**config.mk**
```make
export PLATFORM = sky130hd
export DESIGN_NAME = tmr_core
export DESIGN_NICKNAME = d
export VERILOG_FILES = /design/src/shared/tmr_pkg.sv /design/src/design/tmr_core.sv
export SDC_FILE = /design/constraint.sdc
export NUM_CORES = 1
export LEC_CHECK = 0
export BUFFER_PORTS_ARGS = -buffer_cell sky130_fd_sc_hd__buf_2
export CAP_MARGIN = 20
export CORE_ASPECT_RATIO = 0.9
export CORE_MARGIN = 2
export CORE_UTILIZATION = 54
export CTS_BUF_LIST = sky130_fd_sc_hd__clkbuf_16
export DETAILED_ROUTE_END_ITERATION = 8
export GPL_ROUTABILITY_DRIVEN = 0
export PLACE_DENSITY = 0.77
export SETUP_SLACK_MARGIN = 0.02
export SLEW_MARGIN = 20
export SYNTH_ARGS = -nofsm -noshare
export SYNTH_HDL_FRONTEND = slang
export SYNTH_SLANG_ARGS = --single-unit
```
**constraint.sdc**
```tcl
create_clock -name aclk -period 4.1 [get_ports aclk]
set_input_delay 0.82 -clock aclk [delete_from_list [all_inputs] [get_ports aclk]]
set_output_delay 0.82 -clock aclk [all_outputs]
set_load 0.005 [all_outputs]
```
**src/shared/tmr_pkg.sv**
```systemverilog
// constants, field layout and types for the 16-bit timer core
//
// Contract
// - with no clock source selected the counter neither counts nor clears.
// - timer tick comes from internal prescaler or external count pin edge.
// - each compare value is compared with count, driving its wave pin.
// - compare match on A or B sets that channel's flag.
// - an edge from capture pin or comparator copies count into capture value, except in modes where capture sets top.
// - a noise canceler filters the capture input against short spikes.
// - top is 0x00ff, 0x01ff, 0x03ff, 0xffff, compare A or capture, by mode.
// - compare A as top in pwm gives no pwm output; stays double buffered.
// - count 0x0000 is bottom and 0xffff is max.
// - both compare values are double buffered, updated at the mode's point.
// - one shared 8-bit high-byte holding register for all 16-bit values.
// - low-byte write loads held high byte and written low byte together.
// - count or capture low-byte read copies that register's high byte into holding register.
// - compare high-byte reads bypass the holding register and leave it alone.
// - the timer stays disabled while its power-off bit is one.
// - four flags are visible and individually masked onto their requests.
// - both control registers are plain 8-bit read/write registers.
// - a cpu write to count beats any clear or count that cycle.
// - clock select zero stops the timer; count stays readable and writable.
package tmr_pkg;
  // register byte addresses
  localparam logic [7:0] OFS_CTRL_A  = 8'h00;
  localparam logic [7:0] OFS_CTRL_B  = 8'h04;
  localparam logic [7:0] OFS_CNT_L   = 8'h08;
  localparam logic [7:0] OFS_CNT_H   = 8'h0c;
  localparam logic [7:0] OFS_CMPA_L  = 8'h10;
  localparam logic [7:0] OFS_CMPA_H  = 8'h14;
  localparam logic [7:0] OFS_CMPB_L  = 8'h18;
  localparam logic [7:0] OFS_CMPB_H  = 8'h1c;
  localparam logic [7:0] OFS_CAP_L   = 8'h20;
  localparam logic [7:0] OFS_CAP_H   = 8'h24;
  localparam logic [7:0] OFS_FLAG    = 8'h28;
  localparam logic [7:0] OFS_MASK    = 8'h2c;
  localparam logic [7:0] OFS_POWER   = 8'h30;
  // control field positions
  localparam int CA_WGM_LSB  = 0;
  localparam int CA_COMB_LSB = 4;
  localparam int CA_COMA_LSB = 6;
  localparam int CB_CS_LSB   = 0;
  localparam int CB_WGM_LSB  = 3;
  localparam int CB_SRC_BIT  = 5;
  localparam int CB_EDGE_BIT = 6;
  localparam int CB_NC_BIT   = 7;
  // flag and mask bit positions
  localparam int FLG_OVF  = 0;
  localparam int FLG_CMPA = 1;
  localparam int FLG_CMPB = 2;
  localparam int FLG_CAP  = 5;
  localparam int PWR_BIT  = 0;
  // reset values
  localparam logic [7:0]  RST_BYTE = 8'h00;
  localparam logic [15:0] RST_WORD = 16'h0000;
  // count landmarks
  localparam logic [15:0] TOP_8  = 16'h00ff;
  localparam logic [15:0] TOP_9  = 16'h01ff;
  localparam logic [15:0] TOP_10 = 16'h03ff;
  localparam logic [15:0] BOTTOM = 16'h0000;
  localparam logic [15:0] MAX    = 16'hffff;
  // noise canceler sample count, prescaler width
  localparam int NC_SAMPLES = 4;
  localparam int PRE_W      = 10;
  // bus responses
  localparam logic [1:0] RESP_OKAY   = 2'b00;
  localparam logic [1:0] RESP_SLVERR = 2'b10;
  // clock select codes
  typedef enum logic [2:0] {
    CS_NONE     = 3'b000,
    CS_DIV1     = 3'b001,
    CS_DIV8     = 3'b010,
    CS_DIV64    = 3'b011,
    CS_DIV256   = 3'b100,
    CS_DIV1024  = 3'b101,
    CS_EXT_FALL = 3'b110,
    CS_EXT_RISE = 3'b111
  } tmr_cs_t;
endpackage

```
**src/design/tmr_core.sv**
```systemverilog
// 16-bit timer/counter core with byte-wide registers behind an axi4-lite slave
//
// Added by the designer: register access over AXI4-Lite and the register addresses.
`timescale 1ns/1ns
module tmr_core
  import tmr_pkg::*;
#(
  parameter int ADDR_W = 8
) (
  // clock, reset, enable
  input  wire logic              aclk,
  input  wire logic              aresetn,
  input  wire logic              ce,
  // axi4-lite write
  input  wire logic [ADDR_W-1:0] awaddr,
  input  wire logic              awvalid,
  output logic                   awready,
  input  wire logic [31:0]       wdata,
  input  wire logic [3:0]        wstrb,
  input  wire logic              wvalid,
  output logic                   wready,
  output logic [1:0]             bresp,
  output logic                   bvalid,
  input  wire logic              bready,
  // axi4-lite read
  input  wire logic [ADDR_W-1:0] araddr,
  input  wire logic              arvalid,
  output logic                   arready,
  output logic [31:0]            rdata,
  output logic [1:0]             rresp,
  output logic                   rvalid,
  input  wire logic              rready,
  // pins
  input  wire logic              ext_count_pin,
  input  wire logic              capture_pin,
  input  wire logic              comparator_in,
  output logic                   wave_out_a,
  output logic                   wave_out_b,
  // interrupt requests
  output logic                   irq_overflow,
  output logic                   irq_compare_a,
  output logic                   irq_compare_b,
  output logic                   irq_capture
);

  ////////////////////////////////////////////////////////////////////////////
  // registers
  logic [7:0]  control_a_r, control_b_r, irq_flag_reg_r, irq_mask_reg_r, hold_hi_r;
  logic [15:0] count_value_r, count_value_nxt;
  logic [15:0] cmp_a_buf_r, cmp_b_buf_r, cmp_a_act_r, cmp_b_act_r, capture_value_r;
  logic        timer_power_off_r, dir_down_r, dir_down_nxt;
  logic        wave_a_r, wave_b_r;
  // bus state
  logic              aw_hold_r, w_hold_r, bvalid_r, rvalid_r;
  logic [ADDR_W-1:0] aw_addr_r;
  logic [7:0]        w_byte_r;
  logic              w_lane0_r;
  logic [1:0]        bresp_r, rresp_r;
  logic [31:0]       rdata_r;

  ////////////////////////////////////////////////////////////////////////////
  // mode decoding
  function automatic logic [15:0] top_of(input logic [3:0] m, input logic [15:0] oa,
                                         input logic [15:0] ic);
    case (m)
      4'd1, 4'd5: top_of = TOP_8;
      4'd2, 4'd6: top_of = TOP_9;
      4'd3, 4'd7: top_of = TOP_10;
      4'd4, 4'd9, 4'd11, 4'd15: top_of = oa;
      4'd8, 4'd10, 4'd12, 4'd14: top_of = ic;
      default: top_of = MAX;
    endcase
  endfunction

  function automatic logic dual_of(input logic [3:0] m);
    dual_of = (m inside {4'd1, 4'd2, 4'd3, 4'd8, 4'd9, 4'd10, 4'd11});
  endfunction

  function automatic logic fast_of(input logic [3:0] m);
    fast_of = (m inside {4'd5, 4'd6, 4'd7, 4'd14, 4'd15});
  endfunction

  // next wave level for one channel
  function automatic logic wave_of(input logic [1:0] com, input logic dual, input logic fast,
                                   input logic match, input logic wrap, input logic down,
                                   input logic cur);
    wave_of = cur;
    if (com != 2'b00) begin
      if (!dual && !fast) begin
        if (match) wave_of = (com == 2'b01) ? !cur : com[0];
      end else if (com[1]) begin
        if (fast && wrap) wave_of = !com[0];
        if (match) wave_of = (dual && down) ? !com[0] : com[0];
      end
    end
  endfunction

  logic [3:0]  wgm;
  logic        dual, fast, pwm, ocra_top, icr_top;
  logic [15:0] top_val;
  tmr_cs_t     cs;
  assign wgm      = {control_b_r[CB_WGM_LSB+1 -: 2], control_a_r[CA_WGM_LSB+1 -: 2]};
  assign dual     = dual_of(wgm);
  assign fast     = fast_of(wgm);
  assign pwm      = dual | fast;
  assign ocra_top = (wgm == 4'd9) || (wgm == 4'd11) || (wgm == 4'd15);
  assign icr_top  = (wgm == 4'd8) || (wgm == 4'd10) || (wgm == 4'd12) || (wgm == 4'd14);
  assign top_val  = top_of(wgm, cmp_a_act_r, capture_value_r);
  assign cs       = tmr_cs_t'(control_b_r[CB_CS_LSB+2 -: 3]);

  ////////////////////////////////////////////////////////////////////////////
  // pin synchronisers and prescaler
  logic [PRE_W-1:0] pre_r;
  logic ext_s1, ext_s2, ext_s3, cap_s1, cap_s2, acmp_s1, acmp_s2;
  always_ff @(posedge aclk) begin
    if (!aresetn) begin
      {ext_s1, ext_s2, ext_s3} <= 3'h0;
      {cap_s1, cap_s2, acmp_s1, acmp_s2} <= 4'h0;
    end else if (ce) begin
      ext_s1  <= ext_count_pin;
      ext_s2  <= ext_s1;
      ext_s3  <= ext_s2;
      cap_s1  <= capture_pin;
      cap_s2  <= cap_s1;
      acmp_s1 <= comparator_in;
      acmp_s2 <= acmp_s1;
    end
  end

  // free prescaler, held while powered off
  always_ff @(posedge aclk) begin
    if (!aresetn) pre_r <= '0;
    else if (ce && !timer_power_off_r) pre_r <= pre_r + 1'b1;
  end

  // timer tick selection
  logic timer_tick;
  always_comb begin
    case (cs)
      CS_DIV1:     timer_tick = 1'b1;
      CS_DIV8:     timer_tick = &pre_r[2:0];
      CS_DIV64:    timer_tick = &pre_r[5:0];
      CS_DIV256:   timer_tick = &pre_r[7:0];
      CS_DIV1024:  timer_tick = &pre_r[9:0];
      CS_EXT_FALL: timer_tick = !ext_s2 && ext_s3;
      CS_EXT_RISE: timer_tick = ext_s2 && !ext_s3;
      default:     timer_tick = 1'b0;
    endcase
    timer_tick = timer_tick && ce && !timer_power_off_r;
  end

  ////////////////////////////////////////////////////////////////////////////
  // bus handshake and decode
  logic wr_go, rd_go, wr_lo;
  assign awready = ce && !aw_hold_r;
  assign wready  = ce && !w_hold_r;
  assign arready = ce && !rvalid_r;
  assign bvalid  = bvalid_r;
  assign bresp   = bresp_r;
  assign rvalid  = rvalid_r;
  assign rresp   = rresp_r;
  assign rdata   = rdata_r;
  assign wr_go   = ce && aw_hold_r && w_hold_r && !bvalid_r;
  assign rd_go   = ce && arvalid && !rvalid_r;
  assign wr_lo   = wr_go && w_lane0_r;

  function automatic logic hit(input logic [ADDR_W-1:0] a, input logic [7:0] ofs);
    hit = (a == ADDR_W'(ofs));
  endfunction

  logic wr_cnt, wr_cmpa, wr_cmpb, wr_cap, wr_hi, wr_flag;
  assign wr_cnt  = wr_lo && hit(aw_addr_r, OFS_CNT_L);
  assign wr_cmpa = wr_lo && hit(aw_addr_r, OFS_CMPA_L);
  assign wr_cmpb = wr_lo && hit(aw_addr_r, OFS_CMPB_L);
  assign wr_cap  = wr_lo && hit(aw_addr_r, OFS_CAP_L);
  assign wr_flag = wr_lo && hit(aw_addr_r, OFS_FLAG);
  assign wr_hi   = wr_lo && (hit(aw_addr_r, OFS_CNT_H) || hit(aw_addr_r, OFS_CMPA_H)
                   || hit(aw_addr_r, OFS_CMPB_H) || hit(aw_addr_r, OFS_CAP_H));

  // write address and data capture, in either order
  always_ff @(posedge aclk) begin
    if (!aresetn) begin
      {aw_hold_r, w_hold_r, w_lane0_r} <= 3'h0;
      aw_addr_r <= '0;
      w_byte_r  <= RST_BYTE;
    end else if (ce) begin
      if (awvalid && !aw_hold_r) begin
        aw_hold_r <= 1'b1;
        aw_addr_r <= awaddr;
      end else if (wr_go) aw_hold_r <= 1'b0;
      if (wvalid && !w_hold_r) begin
        w_hold_r  <= 1'b1;
        w_byte_r  <= wdata[7:0];
        w_lane0_r <= wstrb[0];
      end else if (wr_go) w_hold_r <= 1'b0;
    end
  end

  // write response, error for unmapped address
  logic wr_mapped;
  assign wr_mapped = (aw_addr_r[1:0] == 2'b00) && (aw_addr_r <= ADDR_W'(OFS_POWER));
  always_ff @(posedge aclk) begin
    if (!aresetn) begin
      bvalid_r <= 1'b0;
      bresp_r  <= RESP_OKAY;
    end else if (ce) begin
      if (wr_go) begin
        bvalid_r <= 1'b1;
        bresp_r  <= wr_mapped ? RESP_OKAY : RESP_SLVERR;
      end else if (bready) bvalid_r <= 1'b0;
    end
  end

  // read data mux, compare high bytes come straight from the buffer
  logic [7:0] rd_byte;
  logic       rd_ok;
  always_comb begin
    rd_ok = 1'b1;
    if (hit(araddr, OFS_CTRL_A))      rd_byte = control_a_r;
    else if (hit(araddr, OFS_CTRL_B)) rd_byte = control_b_r;
    else if (hit(araddr, OFS_CNT_L))  rd_byte = count_value_r[7:0];
    else if (hit(araddr, OFS_CNT_H))  rd_byte = hold_hi_r;
    else if (hit(araddr, OFS_CMPA_L)) rd_byte = cmp_a_buf_r[7:0];
    else if (hit(araddr, OFS_CMPA_H)) rd_byte = cmp_a_buf_r[15:8];
    else if (hit(araddr, OFS_CMPB_L)) rd_byte = cmp_b_buf_r[7:0];
    else if (hit(araddr, OFS_CMPB_H)) rd_byte = cmp_b_buf_r[15:8];
    else if (hit(araddr, OFS_CAP_L))  rd_byte = capture_value_r[7:0];
    else if (hit(araddr, OFS_CAP_H))  rd_byte = hold_hi_r;
    else if (hit(araddr, OFS_FLAG))   rd_byte = irq_flag_reg_r;
    else if (hit(araddr, OFS_MASK))   rd_byte = irq_mask_reg_r;
    else if (hit(araddr, OFS_POWER))  rd_byte = {7'h00, timer_power_off_r};
    else begin
      rd_byte = RST_BYTE;
      rd_ok   = 1'b0;
    end
  end

  // read response register
  always_ff @(posedge aclk) begin
    if (!aresetn) begin
      rvalid_r <= 1'b0;
      rdata_r  <= 32'h0000_0000;
      rresp_r  <= RESP_OKAY;
    end else if (ce) begin
      if (rd_go) begin
        rvalid_r <= 1'b1;
        rdata_r  <= {24'h00_0000, rd_byte};
        rresp_r  <= rd_ok ? RESP_OKAY : RESP_SLVERR;
      end else if (rready) rvalid_r <= 1'b0;
    end
  end

  ////////////////////////////////////////////////////////////////////////////
  // shared high-byte holding register
  always_ff @(posedge aclk) begin
    if (!aresetn) hold_hi_r <= RST_BYTE;
    else if (ce) begin
      if (wr_hi) hold_hi_r <= w_byte_r;
      else if (rd_go && hit(araddr, OFS_CNT_L)) hold_hi_r <= count_value_r[15:8];
      else if (rd_go && hit(araddr, OFS_CAP_L)) hold_hi_r <= capture_value_r[15:8];
    end
  end

  // plain byte registers
  always_ff @(posedge aclk) begin
    if (!aresetn) begin
      {control_a_r, control_b_r, irq_mask_reg_r} <= {3{RST_BYTE}};
      timer_power_off_r <= 1'b0;
    end else if (ce && wr_lo) begin
      if (hit(aw_addr_r, OFS_CTRL_A)) control_a_r <= w_byte_r;
      if (hit(aw_addr_r, OFS_CTRL_B)) control_b_r <= w_byte_r;
      if (hit(aw_addr_r, OFS_MASK))
        irq_mask_reg_r <= w_byte_r & 8'h27;
      if (hit(aw_addr_r, OFS_POWER)) timer_power_off_r <= w_byte_r[PWR_BIT];
    end
  end

  ////////////////////////////////////////////////////////////////////////////
  // counter sequence
  logic at_top, wrap, ovf_set;
  assign at_top = (count_value_r == top_val);
  assign wrap   = timer_tick && !dual && at_top;
  always_comb begin
    count_value_nxt = count_value_r;
    dir_down_nxt    = dir_down_r;
    ovf_set         = 1'b0;
    if (timer_tick) begin
      if (dual) begin
        if (!dir_down_r && count_value_r >= top_val) begin
          dir_down_nxt    = 1'b1;
          count_value_nxt = count_value_r - 16'h0001;
        end else if (dir_down_r && count_value_r == BOTTOM) begin
          dir_down_nxt    = 1'b0;
          count_value_nxt = count_value_r + 16'h0001;
        end else begin
          count_value_nxt = dir_down_r ? count_value_r - 16'h0001 : count_value_r + 16'h0001;
          ovf_set = dir_down_r && (count_value_r == 16'h0001);
        end
      end else begin
        count_value_nxt = at_top ? BOTTOM : count_value_r + 16'h0001;
        ovf_set = fast ? at_top : (count_value_r == MAX);
      end
    end
    if (wr_cnt) count_value_nxt = {hold_hi_r, w_byte_r};
  end

  always_ff @(posedge aclk) begin
    if (!aresetn) begin
      count_value_r <= RST_WORD;
      dir_down_r    <= 1'b0;
    end else if (ce) begin
      count_value_r <= count_value_nxt;
      dir_down_r    <= dir_down_nxt;
    end
  end

  ////////////////////////////////////////////////////////////////////////////
  // compare buffers and their update point
  logic upd_pt, match_a, match_b;
  assign upd_pt  = !pwm || (fast ? wrap : (timer_tick && !dir_down_r && count_value_r >= top_val));
  assign match_a = timer_tick && (count_value_r == cmp_a_act_r);
  assign match_b = timer_tick && (count_value_r == cmp_b_act_r);
  always_ff @(posedge aclk) begin
    if (!aresetn) begin
      {cmp_a_buf_r, cmp_b_buf_r, cmp_a_act_r, cmp_b_act_r} <= {4{RST_WORD}};
    end else if (ce) begin
      if (wr_cmpa) cmp_a_buf_r <= {hold_hi_r, w_byte_r};
      if (wr_cmpb) cmp_b_buf_r <= {hold_hi_r, w_byte_r};
      if (upd_pt) begin
        cmp_a_act_r <= cmp_a_buf_r;
        cmp_b_act_r <= cmp_b_buf_r;
      end
    end
  end

  // wave outputs, channel a silent when it sets top in pwm
  always_ff @(posedge aclk) begin
    if (!aresetn) {wave_a_r, wave_b_r} <= 2'b00;
    else if (ce) begin
      if (!(pwm && ocra_top))
        wave_a_r <= wave_of(control_a_r[CA_COMA_LSB+1 -: 2], dual, fast, match_a, wrap,
                            dir_down_r, wave_a_r);
      wave_b_r <= wave_of(control_a_r[CA_COMB_LSB+1 -: 2], dual, fast, match_b, wrap,
                          dir_down_r, wave_b_r);
    end
  end
  assign wave_out_a = wave_a_r;
  assign wave_out_b = wave_b_r;

  ////////////////////////////////////////////////////////////////////////////
  // capture input: source select, noise canceler, edge detect
  logic [NC_SAMPLES-1:0] nc_hist_r;
  logic cap_src, filt_r, filt_prev_r, cap_edge;
  assign cap_src  = control_b_r[CB_SRC_BIT] ? acmp_s2 : cap_s2;
  assign cap_edge = (filt_r != filt_prev_r) && (filt_r == control_b_r[CB_EDGE_BIT]);
  always_ff @(posedge aclk) begin
    if (!aresetn) begin
      nc_hist_r <= '0;
      {filt_r, filt_prev_r} <= 2'b00;
    end else if (ce) begin
      nc_hist_r   <= {nc_hist_r[NC_SAMPLES-2:0], cap_src};
      filt_prev_r <= filt_r;
      if (!control_b_r[CB_NC_BIT]) filt_r <= cap_src;
      else if (&nc_hist_r || ~|nc_hist_r) filt_r <= nc_hist_r[0];
    end
  end

  // capture register, hardware capture only when not used as top
  logic cap_evt;
  assign cap_evt = ce && cap_edge && !timer_power_off_r && !icr_top;
  always_ff @(posedge aclk) begin
    if (!aresetn) capture_value_r <= RST_WORD;
    else if (ce) begin
      if (wr_cap) capture_value_r <= {hold_hi_r, w_byte_r};
      else if (cap_evt) capture_value_r <= count_value_r;
    end
  end

  ////////////////////////////////////////////////////////////////////////////
  // flags: write one to clear, a new event wins over the clear
  logic [7:0] flag_set;
  always_comb begin
    flag_set           = 8'h00;
    flag_set[FLG_OVF]  = ovf_set;
    flag_set[FLG_CMPA] = match_a;
    flag_set[FLG_CMPB] = match_b;
    flag_set[FLG_CAP]  = cap_evt;
  end
  always_ff @(posedge aclk) begin
    if (!aresetn) irq_flag_reg_r <= RST_BYTE;
    else if (ce)
      irq_flag_reg_r <= (irq_flag_reg_r & ~(wr_flag ? w_byte_r : 8'h00)) | flag_set;
  end
  assign irq_overflow  = irq_flag_reg_r[FLG_OVF] & irq_mask_reg_r[FLG_OVF];
  assign irq_compare_a = irq_flag_reg_r[FLG_CMPA] & irq_mask_reg_r[FLG_CMPA];
  assign irq_compare_b = irq_flag_reg_r[FLG_CMPB] & irq_mask_reg_r[FLG_CMPB];
  assign irq_capture   = irq_flag_reg_r[FLG_CAP] & irq_mask_reg_r[FLG_CAP];
endmodule // tmr_core

```
==> qor.yml <==
cells_and_area:
  syn2layout_area_growth_pct: 9.03
  diodes: 0
  final_layout_size_suffix_gt1_share_pct: 11.3
  final_cell_count_no_fill: 1676
  nNetsFinal: 1492
  stdcell_area_sq_um: 12000
  fillers: 1739
floorplan:
  fp.dieW_microns: 154
  rows: 49
  fp.dieH_microns: 139
  core_sq_um: 19900
  start_util_pct: 55.0
  ios: 110
  dieArea_sq_um: 21500
sta:
  timing.final.crit_share_pct: 93.0
  grt_setup_unrepaired: "no"
  drv_slew: 0
  setup_viol: 0
  tightest_slew_ns: 0.856
  hold_viol_final: 0
  setup_slack_ns: 0.287
  skew_ns: 0.0118
  slew_headroom_pct: 42.4
  fmax_mhz: 262
  finalSetupTns_ns: 0
  period_minus_slack_ns: 3.81
power_and_ir_drop:
  vdd_ir_drop_max_v: 0.000270
  total_leakage_power_nw: 4.82
  p_total_w: 0.00385
  p_per_area_nw_per_um2: 322
grt:
  grt_antenna_before_repair: 1
  grt_overflow: 0
  grtUsageTotal_pct: 31.9
  grt_max_degree: 91
  grt_first_pass_wirelength_microns: 53900
  grt_pass1_vias: 9734
logic_synthesis:
  syn-instance-count: 1397
  ys_ff_latch: 190
  ys_top_cells_by_area: "dfxtp_1, mux2i_1, nand2_1, nor2_1, a21oi_1"
  synth_top_area_cell: "dfxtp_1"
  async_flop_share_pct: 0
  ys_types: 81
  synth_edf_count: 0
  netlist_area_sq_um: 11000
  synth_ff_type: "dfxtp_1"
  synth_warnings: 0
  syn_avg_cell_area_sq_um: 7.85
  synth_top_area_share_pct: 34.7
  yosysSeqAreaShare_pct: 34.7
placed_design:
  dp_hpwl_microns: 24100
  placed_area_sq_um: 11400
  post-place-ws_ns: 0.419
  portBuffers: 56
  dpl.cell_count: 1644
setup_path:
  path_class: "reg -> reg"
  crit_arrival_ns: 4.15
  path_cells: "nand2_1 > o22a_1 > ha_1 > nand4_2 > or3_1 > o32a_2 > a311oi_4 > buf_4 > mux2i_1 > nor4_1 > a211o_1"
  path_buf_inv: 1
  critical-path-top-delay-family: "compound AO/OA/AOI/OAI gates"
  path_max_fanout: 12
  worstSetupStartpointType: "flop"
  cp-end-kind: "flop"
  cpPeakStageDelay_ns: 0.57
  required_ns: 4.44
  crit_slowest_cell: "dfxtp_1"
routing:
  totalWireLength_microns: 34100
  vias: 10500
  antenna_left: 0
  routedWlPerCell_microns: 20.4
  viasPerCell: 6.29
  drt_pre_antenna_iters: 8
  drt_iter0_drc: 1561
  drc: 0
clock_network:
  post_cts_resized: 0
  htreeDepth: 4
  hold_buffers: 0
  clock_latency_ns: 0.44
  cts_tree: "built"
  root_buffer: "clkbuf_16"
  cts_made_buffers: 17
  postCtsSetupBuffers: 0
  clock_path_buffers: 2
  cts.sinks: 190
  clk_pin_slew_ns: 0.08
run:
  cap_viol_max_count: 0
run_status:
  outcome: "complete, no violations"
hold_path:
  hp-class: "reg -> reg"
path summary, 6_finish.rpt:
check | start | end | cells after the start | slack [ns]
worst max-delay path | control_a_r[0]$_SDFFE_PN0P_ | count_value_r[11]$_SDFFE_PN0P_ | 11 | 0.29
worst min-delay path | irq_flag_reg_r[4]$_SDFFE_PN0P_ | irq_flag_reg_r[4]$_SDFFE_PN0P_ | 2 | 0.45
worst max register to register | control_a_r[0]$_SDFFE_PN0P_ | count_value_r[11]$_SDFFE_PN0P_ | 11 | 0.29
worst min register to register | irq_flag_reg_r[4]$_SDFFE_PN0P_ | irq_flag_reg_r[4]$_SDFFE_PN0P_ | 2 | 0.45
routing by layer:
| metal | GRT usage, % | up-vias | wire [microns] |
|---|---|---|---|
| met5 | 0 | - | 13 |
| met4 | 14.9 | 2 | 1620 |
| met3 | 9.31 | 132 | 4210 |
| met2 | 47.3 | 640 | 14500 |
| met1 | 42.9 | 4843 | 13800 |
| li1 | - | 4928 | - |
cells in the mapped netlist, types with 11 or more instances:
master and number:
nor4_1 15, o21ai_0 46, nand4_1 20, ha_1 21, xnor2_1 37, a21oi_1 116, nor3_1 17, nand3_1 38
clkbuf_1 78, nand2_1 229, a31oi_1 15, buf_4 26, mux2i_1 118, o22ai_1 15, dfxtp_1 190, a22oi_1 11
buf_1 13, and3_1 11, a211oi_1 29, inv_1 18, nor2_1 165
cells by family after synthesis:
logic type / synth area share (%)
and+or+nand+nor: 22.5
AOI/OAI and AO/OA: 18.3
DFF: 34.7
buffers and inverters: 6.75
muxes: 11.7
xor gates and xnor gates: 3.67
adders and majority gates: 2.40
other: 0.0342
area by class of cell:
cell class | count | area [sq um] | share of cell area [%]
clock buffer | 17 | 425 | 3.56
clock inverter | 15 | 160 | 1.34
inverter | 19 | 73.8 | 0.617
multi-input combinational | 1083 | 6540 | 54.7
sequential | 190 | 3800 | 31.8
tap | 255 | 319 | 2.67
timing repair buffer | 97 | 638 | 5.34
placed cells by master, fill, tap and decap left out, types with 21 or more instances in the layout:
cell type / instances
buf_4: 37
nand2_1: 229
nand3_1: 38
a21oi_1: 116
conb_1: 26
xnor2_1: 37
nor2_1: 165
o21ai_0: 46
a211oi_1: 29
mux2i_1: 118
ha_1: 21
dfxtp_1: 190
buf_2: 56
where the power goes:
group          switching (W)  internal (W)  total (W)
clock               0.000780      0.000909    0.00169
combinational       0.000173     0.0000910   0.000264
sequential         0.0000352       0.00186    0.00190
flip-flops by register name, indices dropped and copies added, names as in the netlist, 4 cells and up:
register         flops
nc_hist_r            4
hold_hi_r            8
cmp_a_buf_r         16
cmp_a_act_r         16
cmp_b_act_r         16
control_a_r          8
capture_value_r     16
w_byte_r             8
rdata                8
control_b_r          8
cmp_b_buf_r         16
irq_flag_reg_r       8
pre_r               10
aw_addr_r            8
count_value_r       16
irq_mask_reg_r       4
worst reg2reg max path: cells and delay by family, from the launching register on:
kind                       cells  cell delay (ns)
DFF                            1             0.57
muxes                          1             0.27
and+or+nand+nor                4             0.98
AOI/OAI and AO/OA              4             1.29
adders and majority gates      1             0.33
buffers and inverters          1             0.27
stage by stage:
stage          hold slack [ns]  util [%]
3_3_place_gp             0.423      57.1
5_1_grt                  0.468      60.0
4_1_cts                  0.444      60.0
3_5_place_dp             0.431      57.1
6_report                 0.450      60.0
2_1_floorplan            0.412         -
(Power assumes the default switching activity.)
